$ cat config.mk
export PLATFORM = sky130hd
export DESIGN_NAME = tmsrp_top
export DESIGN_NICKNAME = d
export VERILOG_FILES = /design/src/verilog/tmsrp_top.v
export VERILOG_INCLUDE_DIRS = /design/src /design/src/verilog
export SDC_FILE = /design/constraint.sdc
export NUM_CORES = 1
export LEC_CHECK = 0
export ABC_CLOCK_PERIOD_IN_PS = 3630
export BUFFER_PORTS_ARGS = -buffer_cell sky130_fd_sc_hd__buf_2
export CAP_MARGIN = 20
export CORE_MARGIN = 3
export CORE_UTILIZATION = 54
export DETAILED_ROUTE_END_ITERATION = 16
export PLACE_DENSITY = 0.81
export REMOVE_ABC_BUFFERS = 1
export SKIP_LAST_GASP = 1
export SLEW_MARGIN = 20
export SYNTH_ARGS = -nofsm -noshare
export SYNTH_HDL_FRONTEND = slang
export SYNTH_SLANG_ARGS = --single-unit
$ cat constraint.sdc
create_clock -name clk -period 3.63 [get_ports clk]
set_input_delay 0.726 -clock clk [delete_from_list [all_inputs] [get_ports clk]]
set_output_delay 0.726 -clock clk [all_outputs]
set_load 0.02 [all_outputs]
$ cat src/verilog/tmsrp_consts.vh
// Constants of the tag memory segment and read-protect logic.
// Assumes a 50 MHz clock and byte addresses on a 32-bit APB.
`ifndef TMSRP_CONSTS_VH
`define TMSRP_CONSTS_VH

`define TMSRP_ADDR_LAYOUT 8'h00
`define TMSRP_ADDR_STATUS 8'h04
`define TMSRP_ADDR_ACCPWD 8'h08
`define TMSRP_ADDR_HANDLE 8'h0C
`define TMSRP_ADDR_CONFIG 8'h10

`define TMSRP_VEIL_OPCODE 16'hE001
`define TMSRP_CRC_PRESET 16'hFFFF
`define TMSRP_CRC_POLY 16'h1021
`define TMSRP_CRC_RESIDUE 16'h1D0F
`define TMSRP_ERR_LOCKED 8'h04
`define TMSRP_ERR_OTHER 8'h00

`define TMSRP_TOTAL_BLOCKS 4'hA
`define TMSRP_MAX_ID_BLOCKS 4'h5
`define TMSRP_BLOCK_SHIFT 6
`define TMSRP_LAYOUT_RESET 16'h0000

`define TMSRP_ST_READY 3'h0
`define TMSRP_ST_ARBITRATE 3'h1
`define TMSRP_ST_REPLY 3'h2
`define TMSRP_ST_ACK 3'h3
`define TMSRP_ST_OPEN 3'h4
`define TMSRP_ST_SECURED 3'h5
`define TMSRP_ST_KILLED 3'h6

`define TMSRP_BANK_ID 2'h1
`define TMSRP_BANK_TID 2'h2
`define TMSRP_BANK_USER 2'h3

`define TMSRP_VERDICT_OK 2'h0
`define TMSRP_VERDICT_ABSENT 2'h1
`define TMSRP_VERDICT_HIDDEN 2'h2

`endif

$ cat src/verilog/tmsrp_top.v
// Layout word, private area guard, password locator and veil command.
// Assumes decoded frames from the air front end, one clock, APB registers.
//
// Added by the designer: the register addresses and the APB slave port.
`include "tmsrp_consts.vh"

module tmsrp_top (
	input wire clk,
	input wire srst,
	input wire psel,
	input wire penable,
	input wire pwrite,
	input wire [7:0] paddr,
	input wire [31:0] pwdata,
	output reg [31:0] prdata,
	output reg pready,
	output reg pslverr,
	input wire [2:0] tag_state,
	input wire acc_pwd_ok,
	input wire cmd_valid,
	input wire [47:0] cmd_frame,
	input wire unveil_done,
	input wire mem_lock_evt,
	input wire nvm_done,
	input wire nvm_err,
	input wire tx_done,
	input wire mem_req,
	input wire [1:0] mem_bank,
	input wire [9:0] mem_addr,
	output reg [1:0] mem_verdict,
	output reg mem_ack,
	output reg nvm_start,
	output reg reply_valid,
	output reg [32:0] reply_bits,
	output reg reply_ext_preamble,
	output reg reply_err,
	output reg [7:0] reply_err_code,
	output reg state_load,
	output reg [2:0] state_next,
	output reg id_code_read_lock_bit,
	output reg tag_identifier_read_lock_bit
);

	localparam S_IDLE = 2'h0;
	localparam S_NVM = 2'h1;
	localparam S_TX = 2'h2;

	reg [15:0] layout_q;
	reg layout_locked_q;
	reg layout_err_q;
	reg [31:0] acc_pwd_q;
	reg [15:0] handle_q;
	reg [1:0] fsm_q;
	reg [1:0] fsm_d;
	reg [32:0] reply_d;
	reg [15:0] crc_cmd;
	reg [15:0] crc_rep;
	reg [16:0] rep_head;
	reg veil_failed_q;
	integer i;
	integer k;

	wire [3:0] id_blocks = layout_q[11:8];
	wire [3:0] prot_blocks = layout_q[7:4];
	wire [3:0] priv_blocks = layout_q[3:0];
	wire [3:0] user_blocks = `TMSRP_TOTAL_BLOCKS - id_blocks;
	// Password start is the user area size in bits
	wire [9:0] pwd_addr = {user_blocks, 6'h00};
	wire [3:0] pub_blocks = user_blocks - priv_blocks;
	wire [9:0] priv_base = {pub_blocks, 6'h00};
	wire [9:0] user_end = {user_blocks, 6'h00};
	// Open count excludes only the protected and private blocks
	wire [3:0] open_blocks = `TMSRP_TOTAL_BLOCKS - prot_blocks - priv_blocks;

	wire secured = (tag_state == `TMSRP_ST_SECURED);
	wire bus_wr = psel && penable && pwrite && !pready;
	wire bus_rd = psel && penable && !pwrite && !pready;
	wire mapped = (paddr == `TMSRP_ADDR_LAYOUT) ||
		(paddr == `TMSRP_ADDR_STATUS) || (paddr == `TMSRP_ADDR_ACCPWD) ||
		(paddr == `TMSRP_ADDR_HANDLE) || (paddr == `TMSRP_ADDR_CONFIG);

	// Counts use the lower three nibbles; reserved nibble ignored
	wire [15:0] wr_layout = {4'h0, pwdata[11:0]};
	wire [5:0] wr_total = {2'h0, wr_layout[11:8]} +
		{2'h0, wr_layout[7:4]} + {2'h0, wr_layout[3:0]};
	wire wr_fits = (wr_total <= {2'h0, `TMSRP_TOTAL_BLOCKS}) &&
		(wr_layout[11:8] <= `TMSRP_MAX_ID_BLOCKS);
	wire layout_wr = bus_wr && (paddr == `TMSRP_ADDR_LAYOUT);
	wire layout_take = layout_wr && !layout_locked_q && secured &&
		wr_fits;

	// CRC-16 over frame body; residue check catches any bad bit
	always @* begin
		crc_cmd = `TMSRP_CRC_PRESET;
		for (i = 47; i >= 0; i = i - 1) begin
			if (crc_cmd[15] ^ cmd_frame[i]) begin
				crc_cmd = {crc_cmd[14:0], 1'b0} ^ `TMSRP_CRC_POLY;
			end else begin
				crc_cmd = {crc_cmd[14:0], 1'b0};
			end
		end
	end

	// Reply CRC over the 0 header and the handle
	always @* begin
		rep_head = {1'b0, handle_q};
		crc_rep = `TMSRP_CRC_PRESET;
		for (k = 16; k >= 0; k = k - 1) begin
			if (crc_rep[15] ^ rep_head[k]) begin
				crc_rep = {crc_rep[14:0], 1'b0} ^ `TMSRP_CRC_POLY;
			end else begin
				crc_rep = {crc_rep[14:0], 1'b0};
			end
		end
		reply_d = {rep_head, ~crc_rep};
	end

	wire crc_ok = (crc_cmd == `TMSRP_CRC_RESIDUE);
	wire is_veil = (cmd_frame[47:32] == `TMSRP_VEIL_OPCODE);
	wire handle_ok = (cmd_frame[31:16] == handle_q);
	wire pwd_zero = (acc_pwd_q == 32'h00000000);
	wire veil_in = cmd_valid && is_veil && crc_ok && (fsm_q == S_IDLE) &&
		!pwd_zero;
	wire veil_go = veil_in && secured && handle_ok && acc_pwd_ok;

	always @* begin
		fsm_d = fsm_q;
		case (fsm_q)
			S_IDLE: begin
				if (veil_go) begin
					fsm_d = S_NVM;
				end
			end
			S_NVM: begin
				if (nvm_done) begin
					fsm_d = S_TX;
				end
			end
			S_TX: begin
				if (tx_done) begin
					fsm_d = S_IDLE;
				end
			end
			default: begin
				fsm_d = S_IDLE;
			end
		endcase
	end

	// Veil command sequencing and reply
	always @(posedge clk) begin
		if (srst) begin
			fsm_q <= S_IDLE;
			nvm_start <= 1'b0;
			reply_valid <= 1'b0;
			reply_bits <= 33'h000000000;
			reply_ext_preamble <= 1'b0;
			reply_err <= 1'b0;
			reply_err_code <= 8'h00;
			state_load <= 1'b0;
			state_next <= `TMSRP_ST_READY;
		end else begin
			fsm_q <= fsm_d;
			nvm_start <= veil_go;
			reply_valid <= 1'b0;
			reply_err <= 1'b0;
			state_load <= 1'b0;
			if (veil_in && !secured) begin
				// Silent; only the inventory states fall back
				if (tag_state == `TMSRP_ST_ARBITRATE ||
					tag_state == `TMSRP_ST_REPLY ||
					tag_state == `TMSRP_ST_ACK) begin
					state_load <= 1'b1;
					state_next <= `TMSRP_ST_ARBITRATE;
				end
			end else if (veil_in && handle_ok && !acc_pwd_ok) begin
				state_load <= 1'b1;
				state_next <= `TMSRP_ST_ARBITRATE;
			end
			if (fsm_q == S_NVM && nvm_done) begin
				reply_ext_preamble <= 1'b1;
				if (nvm_err) begin
					reply_err <= 1'b1;
					reply_err_code <= `TMSRP_ERR_OTHER;
				end else begin
					reply_valid <= 1'b1;
					reply_bits <= reply_d;
				end
			end
		end
	end

	// Read-lock bits are set only after the success reply is sent; unveil_done clears them unless that set comes in the same cycle
	always @(posedge clk) begin
		if (srst) begin
			id_code_read_lock_bit <= 1'b0;
			tag_identifier_read_lock_bit <= 1'b0;
		end else if (fsm_q == S_TX && tx_done && !veil_failed_q) begin
			// An error reply leaves both bits alone
			id_code_read_lock_bit <= 1'b1;
			tag_identifier_read_lock_bit <= 1'b1;
		end else if (unveil_done) begin
			id_code_read_lock_bit <= 1'b0;
			tag_identifier_read_lock_bit <= 1'b0;
		end
	end

	// Error reply leaves the sequencer waiting for its transmission too
	always @(posedge clk) begin
		if (srst) begin
			veil_failed_q <= 1'b0;
		end else if (fsm_q == S_NVM && nvm_done) begin
			veil_failed_q <= nvm_err;
		end
	end

	// Layout word, one-time programming and auto lock
	always @(posedge clk) begin
		if (srst) begin
			layout_q <= `TMSRP_LAYOUT_RESET;
			layout_locked_q <= 1'b0;
			layout_err_q <= 1'b0;
		end else begin
			if (layout_take) begin
				layout_q <= wr_layout;
				layout_locked_q <= 1'b1;
			end else if (mem_lock_evt) begin
				layout_locked_q <= 1'b1;
			end
			// Set beats a clear arriving in the same cycle
			if (layout_wr && !layout_locked_q && secured && !wr_fits) begin
				layout_err_q <= 1'b1;
			end else if (bus_wr && paddr == `TMSRP_ADDR_STATUS &&
				pwdata[3]) begin
				layout_err_q <= 1'b0;
			end
		end
	end

	// APB registers: answer one cycle into the access phase
	always @(posedge clk) begin
		if (srst) begin
			pready <= 1'b0;
			pslverr <= 1'b0;
			prdata <= 32'h00000000;
			acc_pwd_q <= 32'h00000000;
			handle_q <= 16'h0000;
		end else begin
			pready <= psel && penable && !pready;
			pslverr <= psel && penable && !pready &&
				(!mapped || (layout_wr && (layout_locked_q || !secured ||
				!wr_fits)));
			if (bus_wr && paddr == `TMSRP_ADDR_ACCPWD) begin
				acc_pwd_q <= pwdata;
			end
			if (bus_wr && paddr == `TMSRP_ADDR_HANDLE) begin
				handle_q <= pwdata[15:0];
			end
			if (bus_rd) begin
				case (paddr)
					`TMSRP_ADDR_LAYOUT: prdata <= {16'h0000, layout_q};
					`TMSRP_ADDR_STATUS: prdata <= {6'h00, pwd_addr, 4'h0,
						open_blocks, veil_failed_q, fsm_q, 1'b0,
						layout_err_q, tag_identifier_read_lock_bit,
						id_code_read_lock_bit, layout_locked_q};
					`TMSRP_ADDR_ACCPWD: prdata <= acc_pwd_q;
					`TMSRP_ADDR_HANDLE: prdata <= {16'h0000, handle_q};
					`TMSRP_ADDR_CONFIG: prdata <= {30'h00000000,
						tag_identifier_read_lock_bit, id_code_read_lock_bit};
					default: prdata <= 32'h00000000;
				endcase
			end
		end
	end

	// Memory access verdicts, one cycle after the request
	always @(posedge clk) begin
		if (srst) begin
			mem_ack <= 1'b0;
			mem_verdict <= `TMSRP_VERDICT_OK;
		end else begin
			mem_ack <= mem_req;
			if (mem_req) begin
				if (mem_bank == `TMSRP_BANK_USER &&
					(mem_addr >= user_end ||
					(mem_addr >= priv_base && !secured))) begin
					mem_verdict <= `TMSRP_VERDICT_ABSENT;
				end else if ((mem_bank == `TMSRP_BANK_ID &&
					id_code_read_lock_bit) ||
					(mem_bank == `TMSRP_BANK_TID &&
					tag_identifier_read_lock_bit)) begin
					mem_verdict <= `TMSRP_VERDICT_HIDDEN;
				end else begin
					mem_verdict <= `TMSRP_VERDICT_OK;
				end
			end
		end
	end

endmodule // tmsrp_top

Yosys cells after proc, flatten, opt, wreduce, memory -nomap -nowiden

Cells that the tools add are included.

Bitwise logic cells: 127
Add/subtract/negate cells: 6
Equality and inequality tests: 20
Muxes and demuxes: 85
Order comparisons: 4
Reductions and logical operators: 66

Operator list:

| cell                   | number |
|---|---|
| $mux W13               | 64 |
| $not A3 Y3             | 62 |
| $pmux W32 S5           | 1 |
| $xor A1 B1 Y1          | 56 |
| $logic_and A1 B1 Y1    | 35 |
| $logic_not A32 Y1      | 1 |
| $ge A10 B10 Y1         | 2 |
| $eq A16 B13 Y1 const B | 1 |
| $eq A16 B16 Y1         | 1 |
| $eq A16 B16 Y1 const B | 1 |
| $eq A8 B4 Y1 const B   | 2 |
| $not A16 Y16           | 1 |
| $logic_or A1 B1 Y1     | 11 |
| $mux W1                | 11 |
| $mux W2                | 5 |
| $logic_not A1 Y1       | 9 |
| $mux W3                | 3 |
| $eq A8 B3 Y1 const B   | 1 |
| $eq A8 B5 Y1 const B   | 1 |
| $logic_not A8 Y1       | 1 |
| $reduce_bool A2 Y1     | 4 |
| $sub A4 B4 Y4          | 2 |
| $sub A4 B4 Y4 const A  | 2 |
| $add A5 B4 Y6          | 1 |
| other kinds (17)       | 30 |

Bits of input ports: 116
Word-level logic and storage cells: 328
Register bits after elaboration: 143

Logic depth before layout (Yosys ltp)

Word-level depth: 104
Mapped depth: 12
Gate-level depth less buffers: 12

Worst setup path before layout

OpenSTA, ideal clock, no wires.

Path type: input-to-reg
Start: in cmd_frame[43]
End: reg fsm_q[0]
Cell stages on the path: 9
Data arrival time: 3.276 ns
Path slack: 0.267 ns
Setup time: 0.087 ns
Path through: buf_6 -> xor3_2 -> xnor2_2 -> xnor3_2 -> xnor3_1 -> or3_1 -> a221oi_2 -> o21ai_1 -> o31ai_1

Longest elaborated chain between the ends: 55
Elaborated cells on any way between the ends: 119
Classes of those cells: eq/ne (3); mux (44); bitwise (64); reduce/logical (8)

RTL lines:

| item                                 | line            | source |
|---|---|---|
| start: declaration                   | tmsrp_top.v:21  | `input wire [47:0] cmd_frame,` |
| $xor A1 B1 Y1                        | tmsrp_top.v:96  | `if (crc_cmd[15] ^ cmd_frame[i]) begin` |
| $mux W13 (5 in a row)                | tmsrp_top.v:96  |  |
| $not A3 Y3 (no source line)          | --              |  |
| $mux W13 (7 in a row)                | tmsrp_top.v:96  |  |
| $not A3 Y3 (no source line)          | --              |  |
| $mux W13                             | tmsrp_top.v:96  |  |
| $xor A1 B1 Y1                        | tmsrp_top.v:96  |  |
| $mux W13 (5 in a row)                | tmsrp_top.v:96  |  |
| [11 not listed]                      | --              |  |
| $mux W13 (5 in a row)                | tmsrp_top.v:96  |  |
| $not A3 Y3 (no source line)          | --              |  |
| $mux W13 (7 in a row)                | tmsrp_top.v:96  |  |
| $eq A16 B13 Y1 (no source line)      | --              |  |
| $logic_and A1 B1 Y1 * (3 in a row)   | tmsrp_top.v:122 | `wire veil_in = cmd_valid && is_veil && crc_ok && (fsm_q == S_IDLE) &&` |
| $logic_and A1 B1 Y1 * (3 in a row)   | tmsrp_top.v:124 | `wire veil_go = veil_in && secured && handle_ok && acc_pwd_ok;` |
| $ne A2 B2 Y1 (no source line) *      | --              |  |
| $reduce_and A3 Y1 (no source line) * | --              |  |
| end signal: assignment               | tmsrp_top.v:163 | `fsm_q <= fsm_d;` |
| end: declaration                     | tmsrp_top.v:53  | `reg [1:0] fsm_q;` |

Every way passes the cells marked *; elsewhere a longest branch is shown, timed or not.
A chain may end at the register's enable or synchronous reset.

Worst setup path in the final report

Start: in cmd_frame[39]
End: reg state_next[0]

Longest elaborated chain between the ends: 50
Elaborated cells on any way between the ends: 109
Classes of those cells: eq/ne (3); mux (41); bitwise (56); reduce/logical (9)

RTL lines:

| item                                                    | line            | source |
|---|---|---|
| $xor A1 B1 Y1                                           | tmsrp_top.v:96  |  |
| $mux W13 (5 in a row)                                   | tmsrp_top.v:96  |  |
| $not A3 Y3 (no source line) or $mux W13 (tied branches) | --              |  |
| $mux W13                                                | tmsrp_top.v:96  |  |
| $mux W13 or $not A3 Y3 (tied branches)                  | --              |  |
| $mux W13                                                | tmsrp_top.v:96  |  |
| $mux W13 or $xor A1 B1 Y1 (tied branches)               | tmsrp_top.v:96  |  |
| $mux W13 (3 in a row)                                   | tmsrp_top.v:96  |  |
| [25 not listed]                                         | --              |  |
| $mux W13                                                | tmsrp_top.v:96  |  |
| $mux W13 or $not A3 Y3 (tied branches)                  | --              |  |
| $mux W13                                                | tmsrp_top.v:96  |  |
| $eq A16 B13 Y1 (no source line)                         | --              |  |
| $logic_and A1 B1 Y1 * (3 in a row)                      | tmsrp_top.v:122 |  |
| $logic_and A1 B1 Y1 (2 in a row)                        | tmsrp_top.v:176 | `end else if (veil_in && handle_ok && !acc_pwd_ok) begin` |
| $reduce_bool A2 Y1 (no source line)                     | --              |  |
| $reduce_and A2 Y1 (no source line)                      | --              |  |
| end signal: assignment                                  | tmsrp_top.v:161 | `` state_next <= `TMSRP_ST_READY; `` |
| end signal: assignment                                  | tmsrp_top.v:174 | `` state_next <= `TMSRP_ST_ARBITRATE; `` |
| end signal: assignment                                  | tmsrp_top.v:178 | `` state_next <= `TMSRP_ST_ARBITRATE; `` |
| end: declaration                                        | tmsrp_top.v:39  | `output reg [2:0] state_next,` |

Marked as above.

==> summary.md <==
| Metric | Value |
|---|---|
| Outcome | `completed` |
| Crit path top cell by count | `xnor3_2` |
| GRT Overall Usage | `26.9%` |
| Hold Crit Class | `flop to flop` |
| CP Capture Type | `flop` |
| Filler cells | `1210` |
| Clock slew at reported path FFs | `60 ps` |
| Die X | `130 um` |
| Residual DRC | `0` |
| Hold depth | `2` |
| GRT overflow | `0` |
| Site Rows | `44` |
| Yosys cell types | `66` |
| CP Data Required Time | `3980 ps` |
| Endpoints failing hold | `0` |
| CTS root buf | `clkbuf_16` |
| Number of post-CTS setup repair buffers | `0` |
| FMAX | `0.320 GHz` |
| Critical path arrival | `3470 ps` |
| Quantity of I/O buffers inserted on ports | `192` |
| Top post-synthesis cells by area | `dfxtp_1, nand2_1, xnor2_1, a21oi_1, xnor3_1` |
| Top cell type by total area after synthesis | `dfxtp_1` |
| Starting Density | `56.1%` |
| Post-CTS sizing | `0` |
| First DRT Iteration DRCs | `590` |
| Synthesized cell area | `0.00828 mm2` |
| Slowest stage delay, CP | `500 ps` |
| DIE HEIGHT | `130 um` |
| Worst-Margin Slew | `866 ps` |
| R2R cell count | `12` |
| Utilization after layout | `67.4%` |
| R2R Path Start | `layout_q[8]` |
| Initial antenna violation count | `0` |
| Leakage | `4.31 nW` |
| R2R Path End | `mem_verdict[0]` |
| Tot Pwr | `4.80 mW` |
| Setup violators final | `0` |
| Post-synthesis sequential area ratio | `34.1%` |
| Insertion delay to the later sink of the worst-skew pair | `430 ps` |
| First-pass detailed-route iteration total | `5` |
| Min-Delay Startpoint | `reply_bits[28]` |
| Area Overhead vs Synth | `20.1%` |
| Inserted Clock Buffers | `17` |
| Post-synth top flop | `dfxtp_1` |
| Yosys warns | `0` |
| Max-capacitance violation count | `0` |
| Setup_tns | `0 ps` |
| Sink Count | `141` |
| Peak supply drop | `507 uV` |
| Crit path kind | `primary input to flop` |
| Fin crit share | `86.0%` |
| Max-slew violation count | `0` |
| Placer Congestion | `0.913` |
| First-pass GRT wire length | `35600 um` |
| Synth top area share | `34.1%` |
| I/O pin cnt | `204` |
| Worst Path Max Fanout | `4` |
| Largest net degree at the start of global routing | `83` |
| Maximum level of the CTS H-tree | `4` |
| Diodes inserted | `0` |
| Post-synth ARST share | `0%` |
| Via Count | `7283` |
| Final wirelength | `22800 um` |
| Vias in the first global route | `6882` |
| Max Clock Skew | `9.53 ps` |
| Routed wire length per instance | `17.5 um` |
| Setup ws final | `507 ps` |
| Layout cells sized above 1 | `25.4%` |
| Post-Synthesis Cells | `939` |
| #FFs+latches synth | `141` |
| CTS tree | `built` |
| Nets | `1249` |
| Synth Area per Inst | `8.82 um2` |
| Slew HR | `42.3%` |
| Dpl hpwl | `17200 um` |
| Core box area | `0.0148 mm2` |
| RSZ-0062 raised after global routing | `no` |
| DP Worst Slack | `100 ps` |
| Clock tree buffer depth | `2` |
| Critical path's slowest cell | `xnor3_2` |
| EDFF count, synth | `0` |
| Period minus WS final | `3120 ps` |
| Startpoint types | `primary input` |
| Reg2reg setup slack | `990 ps` |
| DR vias/cell | `5.59` |
| Worst hold endpoint | `reply_bits[28]` |
| Die ar. | `0.0169 mm2` |
| PwrDens | `483 mW/mm2` |
| CP cell instances | `buf_2, xnor3_2, xnor2_1, xnor3_2, xnor3_1, or3_1, a21oi_1, o211ai_2, o32ai_2` |
| Post-DRT Antenna Nets | `0` |
| CTS hold repair buffers | `0` |
-- cell type report --
class	instances	area, um2	area share [%]
sequential	141	2820	28.4
inverter	19	71.3	0.717
clock inverter	13	141	1.42
tap	184	230	2.32
timing repair buffer	214	1140	11.5
multi-input combinational	714	5080	51.1
clock buffer	19	453	4.55
-- Yosys cell counts, drive strengths merged, types with 2 or more instances --
| cell | instances |
|---|---|
| nand2 | 180 |
| dfxtp | 141 |
| a21oi | 104 |
| xnor2 | 77 |
| nor2 | 58 |
| clkbuf | 55 |
| xor2 | 46 |
| xnor3 | 25 |
| nand3 | 23 |
| nor4 | 21 |
| buf | 20 |
| mux2i | 20 |
| ha | 19 |
| inv | 19 |
| a22oi | 13 |
| nor3 | 12 |
| o21ai | 12 |
| mux4 | 9 |
| a211oi | 7 |
| fa | 7 |
| nand4 | 7 |
| nand2b | 5 |
| nand3b | 5 |
| nor2b | 5 |
| and3 | 4 |
| or3 | 4 |
| a221oi | 3 |
| nor4bb | 3 |
| o211ai | 3 |
| o21a | 3 |
| or4 | 3 |
| a21boi | 2 |
| nor3b | 2 |
| nor4b | 2 |
| or2 | 2 |
| or4b | 2 |
| xor3 | 2 |
-- worst max-delay path, delay by kind of cell --
kind            cells  cell delay (ps)
xor+xnor            4             1680
buf+inv             1              110
simple gates        1              390
compound gates      3              560
-- worst max-delay path by stage --
| stage | startpoint | endpoint | slack (ps) |
|---|---|---|---|
| 2_1_floorplan | cmd_frame[32] | fsm_q[0] | 340 |
| 3_5_place_dp | cmd_frame[39] | state_next[0] | 100 |
| 4_1_cts | cmd_frame[39] | state_next[0] | 530 |
| 5_1_grt | cmd_frame[39] | nvm_start | 410 |
| 3_3_place_gp | cmd_frame[39] | fsm_q[0] | 160 |
| 6_report | cmd_frame[39] | state_next[0] | 510 |
-- cells in the final DEF, fill, tap and decap left out, types with 3 or more instances in the layout --
cell / n
and3_1: 4
nand4_1: 7
fa_1: 7
nor4_1: 19
a21oi_1: 104
nor2b_1: 5
mux2i_1: 20
xnor3_2: 5
mux4_2: 9
or3_1: 3
xor2_1: 43
o21a_1: 3
nor4bb_1: 3
nor2_1: 57
xnor2_2: 5
xor2_2: 3
a22oi_1: 13
nand3b_1: 5
buf_2: 191
clkinvlp_4: 6
dfxtp_1: 141
nor3_1: 12
nand3_1: 23
ha_1: 19
xnor2_1: 71
clkbuf_16: 17
xnor3_1: 20
inv_1: 19
conb_1: 11
o21ai_0: 11
or4_1: 3
buf_4: 22
a211oi_1: 7
nand2b_1: 5
nand2_1: 180
-- routing by layer --
metal,share of wire [%],track usage [%],up-vias
met3,7.7,5.81,49
li1,-,-,3508
met4,2.2,8.07,0
met5,0,0,-
met1,42,35.8,3426
met2,48,44.3,300
-- registers in the layout (all words and copies together) (netlist names), 2 cells and up --
name,flops
acc_pwd_q,32
prdata,32
reply_bits,32
handle_q,16
layout_q,12
fsm_q,2
mem_verdict,2
-- logic make-up after synthesis --
family | count (synthesis) | synth area share (%)
xor gates and xnor gates | 150 | 21.4
other | 1 | 0.0453
and+or+nand+nor | 343 | 19.1
muxes | 30 | 5.00
buffers and inverters | 94 | 4.96
DFF | 141 | 34.1
AOI/OAI and AO/OA | 154 | 10.8
adders and majority gates | 26 | 4.56
-- where the power goes --
group          total, mW  switching [mW]  internal [mW]  leakage [nW]
logic               1.52           0.764          0.752          2.90
clock network       1.73           0.685           1.05         0.274
registers           1.55         0.00213           1.55          1.14
total               4.80            1.45           3.35          4.31
-- through the flow --
step                hold slack [ps]  area, um2  std cells
CTS                             450       9940       1304
detailed placement              442       9350       1272
global placement                437       9350       1272
floorplan                       440       7980        874
global route                    465       9940       1304
finish                          452       9940       1304
Note: power is estimated with default switching activity, not from simulation.
